[src/common/atm_pkg.sv]
package atm_pkg;

    // Register word offsets (byte address = 4 * index)
    localparam logic [3:0] ATM_IDX_CTRL0   = 4'h0;
    localparam logic [3:0] ATM_IDX_CTRL1   = 4'h1;
    localparam logic [3:0] ATM_IDX_CNT_LO  = 4'h2;
    localparam logic [3:0] ATM_IDX_CNT_HI  = 4'h3;
    localparam logic [3:0] ATM_IDX_MA_LO   = 4'h4;
    localparam logic [3:0] ATM_IDX_MA_HI   = 4'h5;
    localparam logic [3:0] ATM_IDX_MB_LO   = 4'h6;
    localparam logic [3:0] ATM_IDX_MB_HI   = 4'h7;
    localparam logic [3:0] ATM_IDX_PERIOD  = 4'h8;
    localparam logic [3:0] ATM_IDX_FLAGS   = 4'h9;

    // Control register 0 field positions
    localparam int ATM_C0_HOLD   = 7;
    localparam int ATM_C0_TICK   = 4;
    localparam int ATM_C0_RUN    = 3;
    localparam int ATM_C0_SPK    = 0;
    localparam logic [7:0] ATM_C0_WMASK = 8'hf9;

    // Control register 1 field positions
    localparam int ATM_C1_MODE   = 6;
    localparam int ATM_C1_ACT    = 4;
    localparam int ATM_C1_INIT   = 3;
    localparam int ATM_C1_INV    = 2;
    localparam int ATM_C1_SWAP   = 1;
    localparam int ATM_C1_CLRSEL = 0;

    // Reset values
    localparam logic [7:0] ATM_CTRL_RST  = 8'h00;
    localparam logic [9:0] ATM_MATCH_RST = 10'h000;
    localparam logic [7:0] ATM_PER_RST   = 8'h00;

    // Tick source and prescale counts
    localparam logic [2:0] ATM_TK_SYS4  = 3'h0;
    localparam logic [2:0] ATM_TK_SYS   = 3'h1;
    localparam logic [2:0] ATM_TK_HI16  = 3'h2;
    localparam logic [2:0] ATM_TK_HI64  = 3'h3;
    localparam logic [2:0] ATM_TK_SLOW  = 3'h4;
    localparam logic [2:0] ATM_TK_HI    = 3'h5;
    localparam logic [2:0] ATM_TK_EXTR  = 3'h6;
    localparam logic [2:0] ATM_TK_EXTF  = 3'h7;
    localparam logic [5:0] ATM_DIV4     = 6'h03;
    localparam logic [5:0] ATM_DIV16    = 6'h0f;
    localparam logic [5:0] ATM_DIV64    = 6'h3f;
    localparam logic [9:0] ATM_CNT_MAX  = 10'h3ff;

    // Operating modes and pin actions
    localparam logic [1:0] ATM_MODE_CMP = 2'h0;
    localparam logic [1:0] ATM_MODE_PWM = 2'h2;
    localparam logic [1:0] ATM_MODE_TMR = 2'h3;
    localparam logic [1:0] ATM_ACT_NONE = 2'h0;
    localparam logic [1:0] ATM_ACT_LOW  = 2'h1;
    localparam logic [1:0] ATM_ACT_HIGH = 2'h2;
    localparam logic [1:0] ATM_ACT_TOG  = 2'h3;

    // Avalon-MM request bundle
    typedef struct packed {
        logic [3:0]  address;
        logic        read;
        logic        write;
        logic [31:0] writedata;
        logic [3:0]  byteenable;
    } atm_av_req_t;

    // Pin outputs
    typedef struct packed {
        logic out_a;
        logic out_b;
    } atm_pins_t;

endpackage

[src/atm_timer.sv]
// Behaviour
// - Ten-bit counter counts only upward on the selected tick.
// - A and B compare all ten bits; P compares upper eight bits.
// - Software cannot write the counter; run rising edge clears it.
// - Overflow or qualifying match clears counter and raises a flag.
// - Hold bit freezes counter; clearing it resumes from held value.
// - Three-bit selector picks one of eight tick sources.
// - Run rise clears and starts; run fall stops and keeps value.
// - Run rise returns output to initial level in compare or timer mode.
// - Speaker select bit switches PWM mode to audio PWM.
// - Mode field: 00 compare, 10 PWM, 11 timer, 01 undefined.
// - Compare mode A match: keep, low, high or toggle output.
// - PWM pin action: inactive, active, or waveform.
// - Requested level equal to initial level gives no visible change.
// - Outside audio PWM, pins carry output and its complement.
// - Audio PWM drives two speaker waveforms on the pins.
// - Control 0 bits 2 and 1 read zero and ignore writes.
// - Initial-level bit: start level or PWM active polarity.
// - Invert bit inverts the output pin except in timer mode.
// - Period value zero gives 1024 ticks, else value times four.
// - Clear select: 1 clears on A match, 0 on P match/overflow.
`timescale 1ns/100ps

module atm_timer
    import atm_pkg::*;
(
    // Clock and reset
    input  wire logic                clk,
    input  wire logic                rst_n,
    // Avalon-MM slave
    input  wire atm_pkg::atm_av_req_t av_req,
    output logic [31:0]              av_readdata,
    output logic                     av_waitrequest,
    // Tick sources
    input  wire logic                high_clock_tick,
    input  wire logic                slow_clock_tick,
    input  wire logic                ext_tick_pin,
    // Timer pins
    output atm_pkg::atm_pins_t       pins,
    output logic                     match_a_flag,
    output logic                     period_match_flag
);
    import atm_pkg::*;

    // ****************************************
    // Register state
    // ****************************************
    logic [7:0] ctrl0_q;
    logic [7:0] ctrl1_q;
    logic [9:0] match_a_value_q;
    logic [9:0] match_b_value_q;
    logic [7:0] period_match_value_q;
    logic [9:0] count_q;
    logic       run_prev_q;
    logic       ext_prev_q;
    logic [5:0] div_sys_q;
    logic [5:0] div_hi_q;
    logic       ack_q;
    logic       prim_q;
    logic       pwm_a_q;
    logic       pwm_b_q;

    logic       count_hold;
    logic [2:0] tick_source_sel;
    logic       counter_run;
    logic       speaker_pwm_sel;
    logic [1:0] op_mode_sel;
    logic [1:0] pin_action_sel;
    logic       pin_initial_level;
    logic       pin_invert;
    logic       period_duty_swap;
    logic       clear_source_sel;

    assign count_hold        = ctrl0_q[ATM_C0_HOLD];
    assign tick_source_sel   = ctrl0_q[ATM_C0_TICK +: 3];
    assign counter_run       = ctrl0_q[ATM_C0_RUN];
    assign speaker_pwm_sel   = ctrl0_q[ATM_C0_SPK];
    assign op_mode_sel       = ctrl1_q[ATM_C1_MODE +: 2];
    assign pin_action_sel    = ctrl1_q[ATM_C1_ACT +: 2];
    assign pin_initial_level = ctrl1_q[ATM_C1_INIT];
    assign pin_invert        = ctrl1_q[ATM_C1_INV];
    assign clear_source_sel  = ctrl1_q[ATM_C1_CLRSEL];

    // Audio mode forces the swap bit off
    assign period_duty_swap  = ctrl1_q[ATM_C1_SWAP] & ~speaker_pwm_sel;

    // ****************************************
    // Bus decode
    // ****************************************
    logic wr_go;
    logic wr_lane0;
    logic run_rise;

    // One wait cycle, then the access completes
    assign wr_go    = av_req.write & ack_q;
    assign wr_lane0 = wr_go & av_req.byteenable[0];

    // Wait state toggles so each access takes two edges
    always_ff @(posedge clk)
    begin
        if (!rst_n)
            ack_q <= 1'b0;
        else if ((av_req.read | av_req.write) & ~ack_q)
            ack_q <= 1'b1;
        else
            ack_q <= 1'b0;
    end

    always_ff @(posedge clk)
    begin
        if (!rst_n)
            av_waitrequest <= 1'b1;
        else
            av_waitrequest <= ~((av_req.read | av_req.write) & ~ack_q);
    end

    // Control registers
    // reserved bits masked
    always_ff @(posedge clk)
    begin
        if (!rst_n)
        begin
            ctrl0_q <= ATM_CTRL_RST;
            ctrl1_q <= ATM_CTRL_RST;
        end
        else if (wr_lane0)
        begin
            if (av_req.address == ATM_IDX_CTRL0)
                ctrl0_q <= av_req.writedata[7:0] & ATM_C0_WMASK;
            if (av_req.address == ATM_IDX_CTRL1)
                ctrl1_q <= av_req.writedata[7:0];
        end
    end

    // Match and period registers
    always_ff @(posedge clk)
    begin
        if (!rst_n)
        begin
            match_a_value_q      <= ATM_MATCH_RST;
            match_b_value_q      <= ATM_MATCH_RST;
            period_match_value_q <= ATM_PER_RST;
        end
        else if (wr_lane0)
        begin
            case (av_req.address)
                ATM_IDX_MA_LO:  match_a_value_q[7:0] <= av_req.writedata[7:0];
                ATM_IDX_MA_HI:  match_a_value_q[9:8] <= av_req.writedata[1:0];
                ATM_IDX_MB_LO:  match_b_value_q[7:0] <= av_req.writedata[7:0];
                ATM_IDX_MB_HI:  match_b_value_q[9:8] <= av_req.writedata[1:0];
                ATM_IDX_PERIOD: period_match_value_q <= av_req.writedata[7:0];
                default:        ;
            endcase
        end
    end

    // Read data; unmapped reads zero
    always_ff @(posedge clk)
    begin
        if (!rst_n)
            av_readdata <= 32'h0;
        else if ((av_req.read) & ~ack_q)
        begin
            case (av_req.address)
                ATM_IDX_CTRL0:  av_readdata <= {24'h0, ctrl0_q};
                ATM_IDX_CTRL1:  av_readdata <= {24'h0, ctrl1_q};
                ATM_IDX_CNT_LO: av_readdata <= {24'h0, count_q[7:0]};
                ATM_IDX_CNT_HI: av_readdata <= {30'h0, count_q[9:8]};
                ATM_IDX_MA_LO:  av_readdata <= {24'h0, match_a_value_q[7:0]};
                ATM_IDX_MA_HI:  av_readdata <= {30'h0, match_a_value_q[9:8]};
                ATM_IDX_MB_LO:  av_readdata <= {24'h0, match_b_value_q[7:0]};
                ATM_IDX_MB_HI:  av_readdata <= {30'h0, match_b_value_q[9:8]};
                ATM_IDX_PERIOD: av_readdata <= {24'h0, period_match_value_q};
                ATM_IDX_FLAGS:  av_readdata <= {30'h0, period_match_flag,
                                                match_a_flag};
                default:        av_readdata <= 32'h0;
            endcase
        end
    end

    // ****************************************
    // Tick generation
    // ****************************************
    logic tick_sel;

    // Free-running prescalers from system and high clock
    always_ff @(posedge clk)
    begin
        if (!rst_n)
        begin
            div_sys_q  <= 6'h0;
            div_hi_q   <= 6'h0;
            ext_prev_q <= 1'b0;
        end
        else
        begin
            div_sys_q  <= (div_sys_q == ATM_DIV4) ? 6'h0 : div_sys_q + 6'h1;
            if (high_clock_tick)
                div_hi_q <= div_hi_q + 6'h1;
            ext_prev_q <= ext_tick_pin;
        end
    end

    always_comb
    begin
        case (tick_source_sel)
            ATM_TK_SYS4: tick_sel = (div_sys_q == ATM_DIV4);
            ATM_TK_SYS:  tick_sel = 1'b1;
            ATM_TK_HI16: tick_sel = high_clock_tick
                                    & ((div_hi_q & ATM_DIV16) == ATM_DIV16);
            ATM_TK_HI64: tick_sel = high_clock_tick & (div_hi_q == ATM_DIV64);
            ATM_TK_SLOW: tick_sel = slow_clock_tick;
            ATM_TK_HI:   tick_sel = high_clock_tick;
            ATM_TK_EXTR: tick_sel = ext_tick_pin & ~ext_prev_q;
            ATM_TK_EXTF: tick_sel = ~ext_tick_pin & ext_prev_q;
            default:     tick_sel = 1'b0;
        endcase
    end

    // ****************************************
    // Counter and comparators
    // ****************************************
    logic       active;
    logic       step;
    logic       hit_a;
    logic       hit_p;
    logic       ovf;
    logic       clr;
    logic       set_a;
    logic       set_p;
    logic [7:0] per_lim;
    logic [9:0] duty_a;

    assign run_rise = counter_run & ~run_prev_q;

    // events only while running and not held
    assign active = counter_run & ~count_hold & ~run_rise;
    assign step   = active & tick_sel;

    // zero period means overflow at 1024
    assign hit_a   = step & (count_q == match_a_value_q);
    assign per_lim = period_match_value_q;
    assign ovf     = step & (count_q == ATM_CNT_MAX);
    assign hit_p   = step & (per_lim != 8'h0)
                     & (count_q == {per_lim - 8'h1, 2'b11});

    // clear source choice; PWM uses period, or match A when swap is set
    always_comb
    begin
        if (op_mode_sel == ATM_MODE_PWM)
            clr = period_duty_swap ? (hit_a | (match_a_value_q == 10'h0 & ovf))
                                   : (hit_p | ovf);
        else if (clear_source_sel)
            clr = hit_a | ovf;
        else
            clr = hit_p | ovf;
    end

    assign set_a = hit_a & ((match_a_value_q != 10'h0) | clear_source_sel);
    assign set_p = (hit_p | (ovf & per_lim == 8'h0)) & ~clear_source_sel;

    always_ff @(posedge clk)
    begin
        if (!rst_n)
            count_q <= 10'h0;
        else if (run_rise)
            count_q <= 10'h0;
        else if (clr)
            count_q <= 10'h0;
        else if (step)
            count_q <= count_q + 10'h1;
    end

    always_ff @(posedge clk)
    begin
        if (!rst_n)
            run_prev_q <= 1'b0;
        else
            run_prev_q <= counter_run;
    end

    // sticky flags, hardware set wins over clear
    always_ff @(posedge clk)
    begin
        if (!rst_n)
        begin
            match_a_flag      <= 1'b0;
            period_match_flag <= 1'b0;
        end
        else
        begin
            if (set_a)
                match_a_flag <= 1'b1;
            else if (wr_lane0 & av_req.address == ATM_IDX_FLAGS
                     & av_req.writedata[0])
                match_a_flag <= 1'b0;
            if (set_p)
                period_match_flag <= 1'b1;
            else if (wr_lane0 & av_req.address == ATM_IDX_FLAGS
                     & av_req.writedata[1])
                period_match_flag <= 1'b0;
        end
    end

    // ****************************************
    // Output waveforms
    // ****************************************
    logic [9:0] period_cnt;
    logic       pwm_raw;

    // Duty threshold; swap moves duty onto period register
    assign duty_a     = period_duty_swap ? {per_lim, 2'b00} : match_a_value_q;
    assign period_cnt = count_q;
    assign pwm_raw    = period_cnt < duty_a;

    // compare output, reload on run rise
    always_ff @(posedge clk)
    begin
        if (!rst_n)
            prim_q <= 1'b0;
        else if (run_rise)
            prim_q <= pin_initial_level;
        else if (op_mode_sel == ATM_MODE_CMP & set_a)
        begin
            case (pin_action_sel)
                ATM_ACT_LOW:  prim_q <= 1'b0;
                ATM_ACT_HIGH: prim_q <= 1'b1;
                ATM_ACT_TOG:  prim_q <= ~prim_q;
                default:      prim_q <= prim_q;
            endcase
        end
    end

    // audio duties from A and B on shared period
    always_ff @(posedge clk)
    begin
        if (!rst_n)
        begin
            pwm_a_q <= 1'b0;
            pwm_b_q <= 1'b0;
        end
        else
        begin
            pwm_a_q <= count_q < match_a_value_q;
            pwm_b_q <= count_q < match_b_value_q;
        end
    end

    always_ff @(posedge clk)
    begin
        if (!rst_n)
            pins <= '0;
        else if (op_mode_sel == ATM_MODE_PWM & speaker_pwm_sel)
        begin
            pins.out_a <= pwm_a_q ^ pin_invert;
            pins.out_b <= pwm_b_q ^ pin_invert;
        end
        else if (op_mode_sel == ATM_MODE_PWM)
        begin
            case (pin_action_sel)
                ATM_ACT_NONE: pins.out_a <= ~pin_initial_level ^ pin_invert;
                ATM_ACT_LOW:  pins.out_a <= pin_initial_level ^ pin_invert;
                default:      pins.out_a <= ~(pwm_raw ^ pin_initial_level)
                                            ^ pin_invert;
            endcase
            case (pin_action_sel)
                ATM_ACT_NONE: pins.out_b <= pin_initial_level ^ pin_invert;
                ATM_ACT_LOW:  pins.out_b <= ~pin_initial_level ^ pin_invert;
                default:      pins.out_b <= (pwm_raw ^ pin_initial_level)
                                            ^ pin_invert;
            endcase
        end
        else if (op_mode_sel == ATM_MODE_CMP)
        begin
            pins.out_a <= prim_q ^ pin_invert;
            pins.out_b <= ~(prim_q ^ pin_invert);
        end
        else
        begin
            pins.out_a <= prim_q;
            pins.out_b <= ~prim_q;
        end
    end

endmodule

[config.mk]
export PLATFORM = sky130hd
export DESIGN_NAME = atm_timer
export DESIGN_NICKNAME = d
export VERILOG_FILES = /design/src/common/atm_pkg.sv /design/src/atm_timer.sv
export SDC_FILE = /design/constraint.sdc
export NUM_CORES = 1
export LEC_CHECK = 0
export BUFFER_PORTS_ARGS = -buffer_cell sky130_fd_sc_hd__buf_4
export CAP_MARGIN = 20
export CELL_PAD_IN_SITES_DETAIL_PLACEMENT = 1
export CELL_PAD_IN_SITES_GLOBAL_PLACEMENT = 1
export CORE_AREA = 2 2 115 117
export CTS_CLUSTER_SIZE = 14
export DETAILED_ROUTE_END_ITERATION = 6
export DIE_AREA = 0 0 117 119
export GPL_TIMING_DRIVEN = 1
export PLACE_DENSITY = 0.76
export SLEW_MARGIN = 20
export SYNTH_ARGS = -nofsm -noshare
export SYNTH_HDL_FRONTEND = slang
export SYNTH_SLANG_ARGS = --single-unit
export TNS_END_PERCENT = 20
[constraint.sdc]
create_clock -name clk -period 3.35 [get_ports clk]
set_input_delay 0.67 -clock clk [delete_from_list [all_inputs] [get_ports clk]]
set_output_delay 0.67 -clock clk [all_outputs]
set_load 0.01 [all_outputs]
* Word-level counts from Yosys, hierarchy flattened *
Cells that the tools add are included.

cells by class
  add/sub/neg operators = 4
  multipliers = 0
  div/mod/pow operators = 0
  magnitude comparators = 3
  equality and inequality tests = 26
  shift operators = 0
  mux-type cells = 19
  bitwise gates (word level) = 54
  reductions and logical operators = 22

operators by type and width
  cell                                                                   count
  8-bit case mux with 10 select lines                                    1
  10-bit less-than comparator                                            3
  1-bit bitwise AND                                                      26
  10-bit equality test                                                   2
  4-bit by 3-bit equality test with 1-bit output, second input constant  4
  2-bit AND reduction                                                    8
  1-bit inverter                                                         14
  6-bit by 1-bit adder with 6-bit output, second input constant          2
  3-bit equality test, second input constant                             4
  4-bit equality test, second input constant                             3
  10-bit by 1-bit adder with 10-bit output, second input constant        1
  10-bit equality test, second input constant                            1
  10-bit zero test                                                       1
  1-bit two-way mux                                                      10
  10-bit two-way mux                                                     1
  10-bit nonzero test                                                    1
  4-bit by 2-bit equality test with 1-bit output, second input constant  2
  8-bit zero test                                                        1
  1-bit case mux with 8 select lines                                     1
  8-bit nonzero test                                                     1
  8-bit by 1-bit subtractor with 8-bit output, second input constant     1
  1-bit XOR                                                              8
  2-bit equality test, second input constant                             3
  3-bit by 2-bit equality test with 1-bit output, second input constant  2
  other kinds (16)                                                       27

storage, ports and cells
  register bits = 107
  latch bits = 0
  memory bits (writable) = 0
  ROM bits = 0
  input bits = 47
  logic and storage cells = 150
  memories kept = 0

* Depth between registers and ports, before layout *
  depth in word-level cells = 11
  depth in mapped cells = 12
  gate-level depth less buffers = 10

* Worst setup path after synthesis *
OpenSTA, ideal clock, no wires.

  path type = reg-to-reg
  from = register ctrl0_q[0]
  to = register pins[0] in the netlist's numbering
  setup time = 131 ps
  arrival = 2,651 ps
  path slack = 567 ps
  stages on the path, launching flop included = 12
  path buffers = 2
  clock period less this slack = 2,783 ps
  cell sequence = dfxtp_1 nand2b_1 clkbuf_1 clkbuf_1 mux2i_1 ha_1 a211o_1 a21oi_1 mux2i_1 or4b_1 mux2i_1 nor3_1

on the way
  word-level cells in the longest chain between the ends = 9

ends and longest elaborated chain
  element                             RTL line          source
  start: declaration                  atm_timer.sv:48   logic [7:0] ctrl0_q;
  start signal: assignment            atm_timer.sv:129  ctrl0_q <= av_req.writedata[7:0] & ATM_C0_WMASK;
  1-bit inverter                      atm_timer.sv:85   assign period_duty_swap = ctrl1_q[ATM_C1_SWAP] & ~speaker_pwm_sel;
  1-bit bitwise AND                   atm_timer.sv:85
  10-bit two-way mux                  atm_timer.sv:312  assign duty_a = period_duty_swap ? {per_lim, 2'b00} : match_a_value_q;
  10-bit less-than comparator         atm_timer.sv:314  assign pwm_raw = period_cnt < duty_a;
  1-bit XOR                           atm_timer.sv:369  default: pins.out_b <= (pwm_raw ^ pin_initial_level)
  1-bit XOR                           atm_timer.sv:370  ^ pin_invert;
  1-bit case mux with 2 select lines  atm_timer.sv:366  case (pin_action_sel)
  2-bit two-way mux                   atm_timer.sv:358  else if (op_mode_sel == ATM_MODE_PWM)
  2-bit two-way mux *                 atm_timer.sv:353  else if (op_mode_sel == ATM_MODE_PWM & speaker_pwm_sel)
  end: declaration                    atm_timer.sv:39   output atm_pkg::atm_pins_t pins,

Mark *: on every way between the ends. The rest lies on a longest branch, timed or not.
A chain may end at the register's enable or synchronous reset.

* Worst setup path after layout *
Ends and elaborated chain as after synthesis.

==> reports/metrics.yaml <==
violations: "design-rule violations"
max_slew_margin: 0.5141
cp_slowest_cell: "or4b_1"
fmax_mhz: 364.5
dieArea_um2: 13920
status: "finished, violations left"
synth_edf_count: 0
vias_per_cell: 5.676
cp.required_ns: 3.56
critical-path-top-delay-family: "simple AND/OR/NAND/NOR gates"
finalCritPeriodShare: 0.8190
min_period_ns: 2.744
n_antenna_cell: 0
pre_cts_ws_ns: 0.6483
async_flop_share: 0
cts_tree: "yes"
dpl.hpwl_um: 12330
postSynthAreaPerCell_um2: 8.546
crit_type: "flip-flop to flip-flop"
pwr_density_cell_nw_per_um2: 369.6
fillCellCount: 1534
vdd_drop_max_uv: 239.8
drt-pass1-iter-count: 7
num_rows: 42
io_pins: 84
final_antenna_net_count: 0
grt-ovfl-total: 0
clockRootBuffer: "clkbuf_16"
tns_ns: 0
cts_resized: 0
synth_top_area_cell: "dfxtp_1"
ys_types: 77
layout-area-overhead-vs-synth_pct: 10.70
final_area_um2: 5903
clk_latency_ns: 0.35
drt_iter0_markers: 327
numPortBuffers: 32
fin_cells: 821
numCtsBuffers: 9
clkSinkCount: 83
worstPathCellList: "nand2b_1 > buf_4 > mux2i_1 > ha_1 > a211o_1 > a21oi_1 > mux2i_1 > or4b_1 > mux2i_1 > nor3_1"
grt_pass1_vias: 4720
placedCellCount: 805
finalNetCount: 719
grt_max_degree: 47
wl_per_cell_um: 20.16
critPathArrivalTime_ns: 2.95
dr_total_vias: 4660
layout-drive-gt1-share: 0.1225
fin_ws_ns: 0.6063
clkTransAtPathRegs_ns: 0.06
endpoint_kind: "flip-flop"
place_congestion: 0.8980
max_cap_violations: 0
core_area_um2: 12870
multi_input_area_um2: 3318
synth_seq_area_share: 0.3116
grt_pass1_wl_um: 26140
drc: 2
worst_pin_slew_ns: 0.7233
synthesis.area_um2: 5333
layout.area.seq_um2: 1662
yosysWarnings: 0
die_w_um: 117
cts-htree-levels: 3
min_path_type: "flip-flop to flip-flop"
synth_ff_type: "dfxtp_1"
antenna_found_initial: 0
synth_top_area_share: 0.3116
p_leak_nw: 2.413
post-cts-setup-buffers: 0
routed_wl_um: 16550
setup_viol: 0
initial_core_util: 0.4142
dpl_cell_area_um2: 5598
worstPathMaxFanout: 11
rsz0062_at_grt: "no"
syn_inst: 624
synth_area_leaders: "dfxtp_1, mux2i_1, ha_1"
finClkSkew_ns: 0.005192
critPathBufInv: 1
drv_slew: 0
max_stage_delay_ns: 0.54
track_usage: 0.2473
fp.dieH_um: 119
ys_ff_latch: 83
final_cell_mix: "nor2_1, dfxtp_1, mux2i_1"
start_kind: "flip-flop"
cpMostUsedCell: "mux2i_1"
final_hold_viol_count: 0
cts_buffer_depth: 2
postCtsHoldBufs: 0
worst register-to-register path: cells and delay by family, from the launching register on:
kind | cells | cell delay (ns)
adders and majority gates | 1 | 0.19
AOI/OAI and AO/OA | 2 | 0.45
buffers and inverters | 1 | 0.24
and+or+nand+nor | 3 | 0.88
DFF | 1 | 0.46
muxes | 3 | 0.39
area by class of cell:
class                           count  share of cell area
Inverter                           32             0.02035
Clock inverter                      4            0.008266
Sequential cell                    83              0.2815
Timing Repair Buffer               37             0.04705
Tap cell                          176             0.03730
Clock buffer                       12             0.04345
Multi-Input combinational cell    477              0.5621
sequential cells by signal, summed over array words and instances, names as in the netlist, 2 cells and up:
signal and flops:
av_readdata 8, ctrl1_q 8, match_a_value_q 10, count_q 10, ctrl0_q 6, match_b_value_q 10, per_lim 8, pins 2
div_hi_q 6, div_sys_q 6
per-stage QoR:
step | total power [mW] | hold WS (ns) | util
after floorplan | 1.141 | 0.4124 | -
after global placement | 1.175 | 0.4236 | 0.4348
after detailed placement | 1.181 | 0.4354 | 0.4348
after CTS | 2.195 | 0.4505 | 0.4585
after global routing | 2.247 | 0.4890 | 0.4585
final | 2.182 | 0.4429 | 0.4585
path summary, 6_finish.rpt:
path	start	end	slack (ns)	cells past startpoint
worst max-delay path	ctrl0_q[0]	pins[0]	0.61	10
worst min-delay path	div_sys_q[0]	div_sys_q[0]	0.44	1
worst max register to register	ctrl0_q[0]	pins[0]	0.61	10
worst min register to register	div_sys_q[0]	div_sys_q[0]	0.44	1
synth_stat cells, types with 6 or more instances:
cell / number
nand3_1: 14
clkbuf_1: 17
nor3_1: 20
buf_2: 11
a31oi_1: 8
buf_4: 24
nor2_1: 83
or3_1: 7
ha_1: 32
nand4_1: 7
xor2_1: 12
nand2_1: 34
dfxtp_1: 83
inv_1: 31
a21oi_1: 20
o21ai_0: 16
and3_1: 6
xnor2_1: 16
a22oi_1: 6
mux2i_1: 55
nor2b_1: 7
nand2b_1: 12
where the power goes:
part / internal [mW] / switching, mW / total [mW] / leakage [nW]
combinational: 0.0484 / 0.105 / 0.153 / 1.59
clock: 0.617 / 0.402 / 1.02 / 0.153
sequential: 1.00 / 0.0103 / 1.01 / 0.671
per-layer routing:
layer / vias up / global-route usage / part of all wire
li1: 2189 / - / -
met1: 2306 / 0.3209 / 0.43
met2: 138 / 0.4118 / 0.49
met3: 27 / 0.04427 / 0.048
met4: 0 / 0.08162 / 0.028
met5: - / 0 / 0
kinds of logic after synthesis:
| kind of cell | count (synthesis) | share of synthesized area |
|---|---|---|
| muxes | 59 | 0.1180 |
| xor gates and xnor gates | 29 | 0.04904 |
| AOI/OAI and AO/OA | 100 | 0.1335 |
| other | 1 | 0.0007032 |
| adders and majority gates | 32 | 0.07508 |
| DFF | 83 | 0.3116 |
| and+or+nand+nor | 233 | 0.2297 |
| buffers and inverters | 87 | 0.08235 |
No activity file was read; power rests on OpenSTA's default activity.
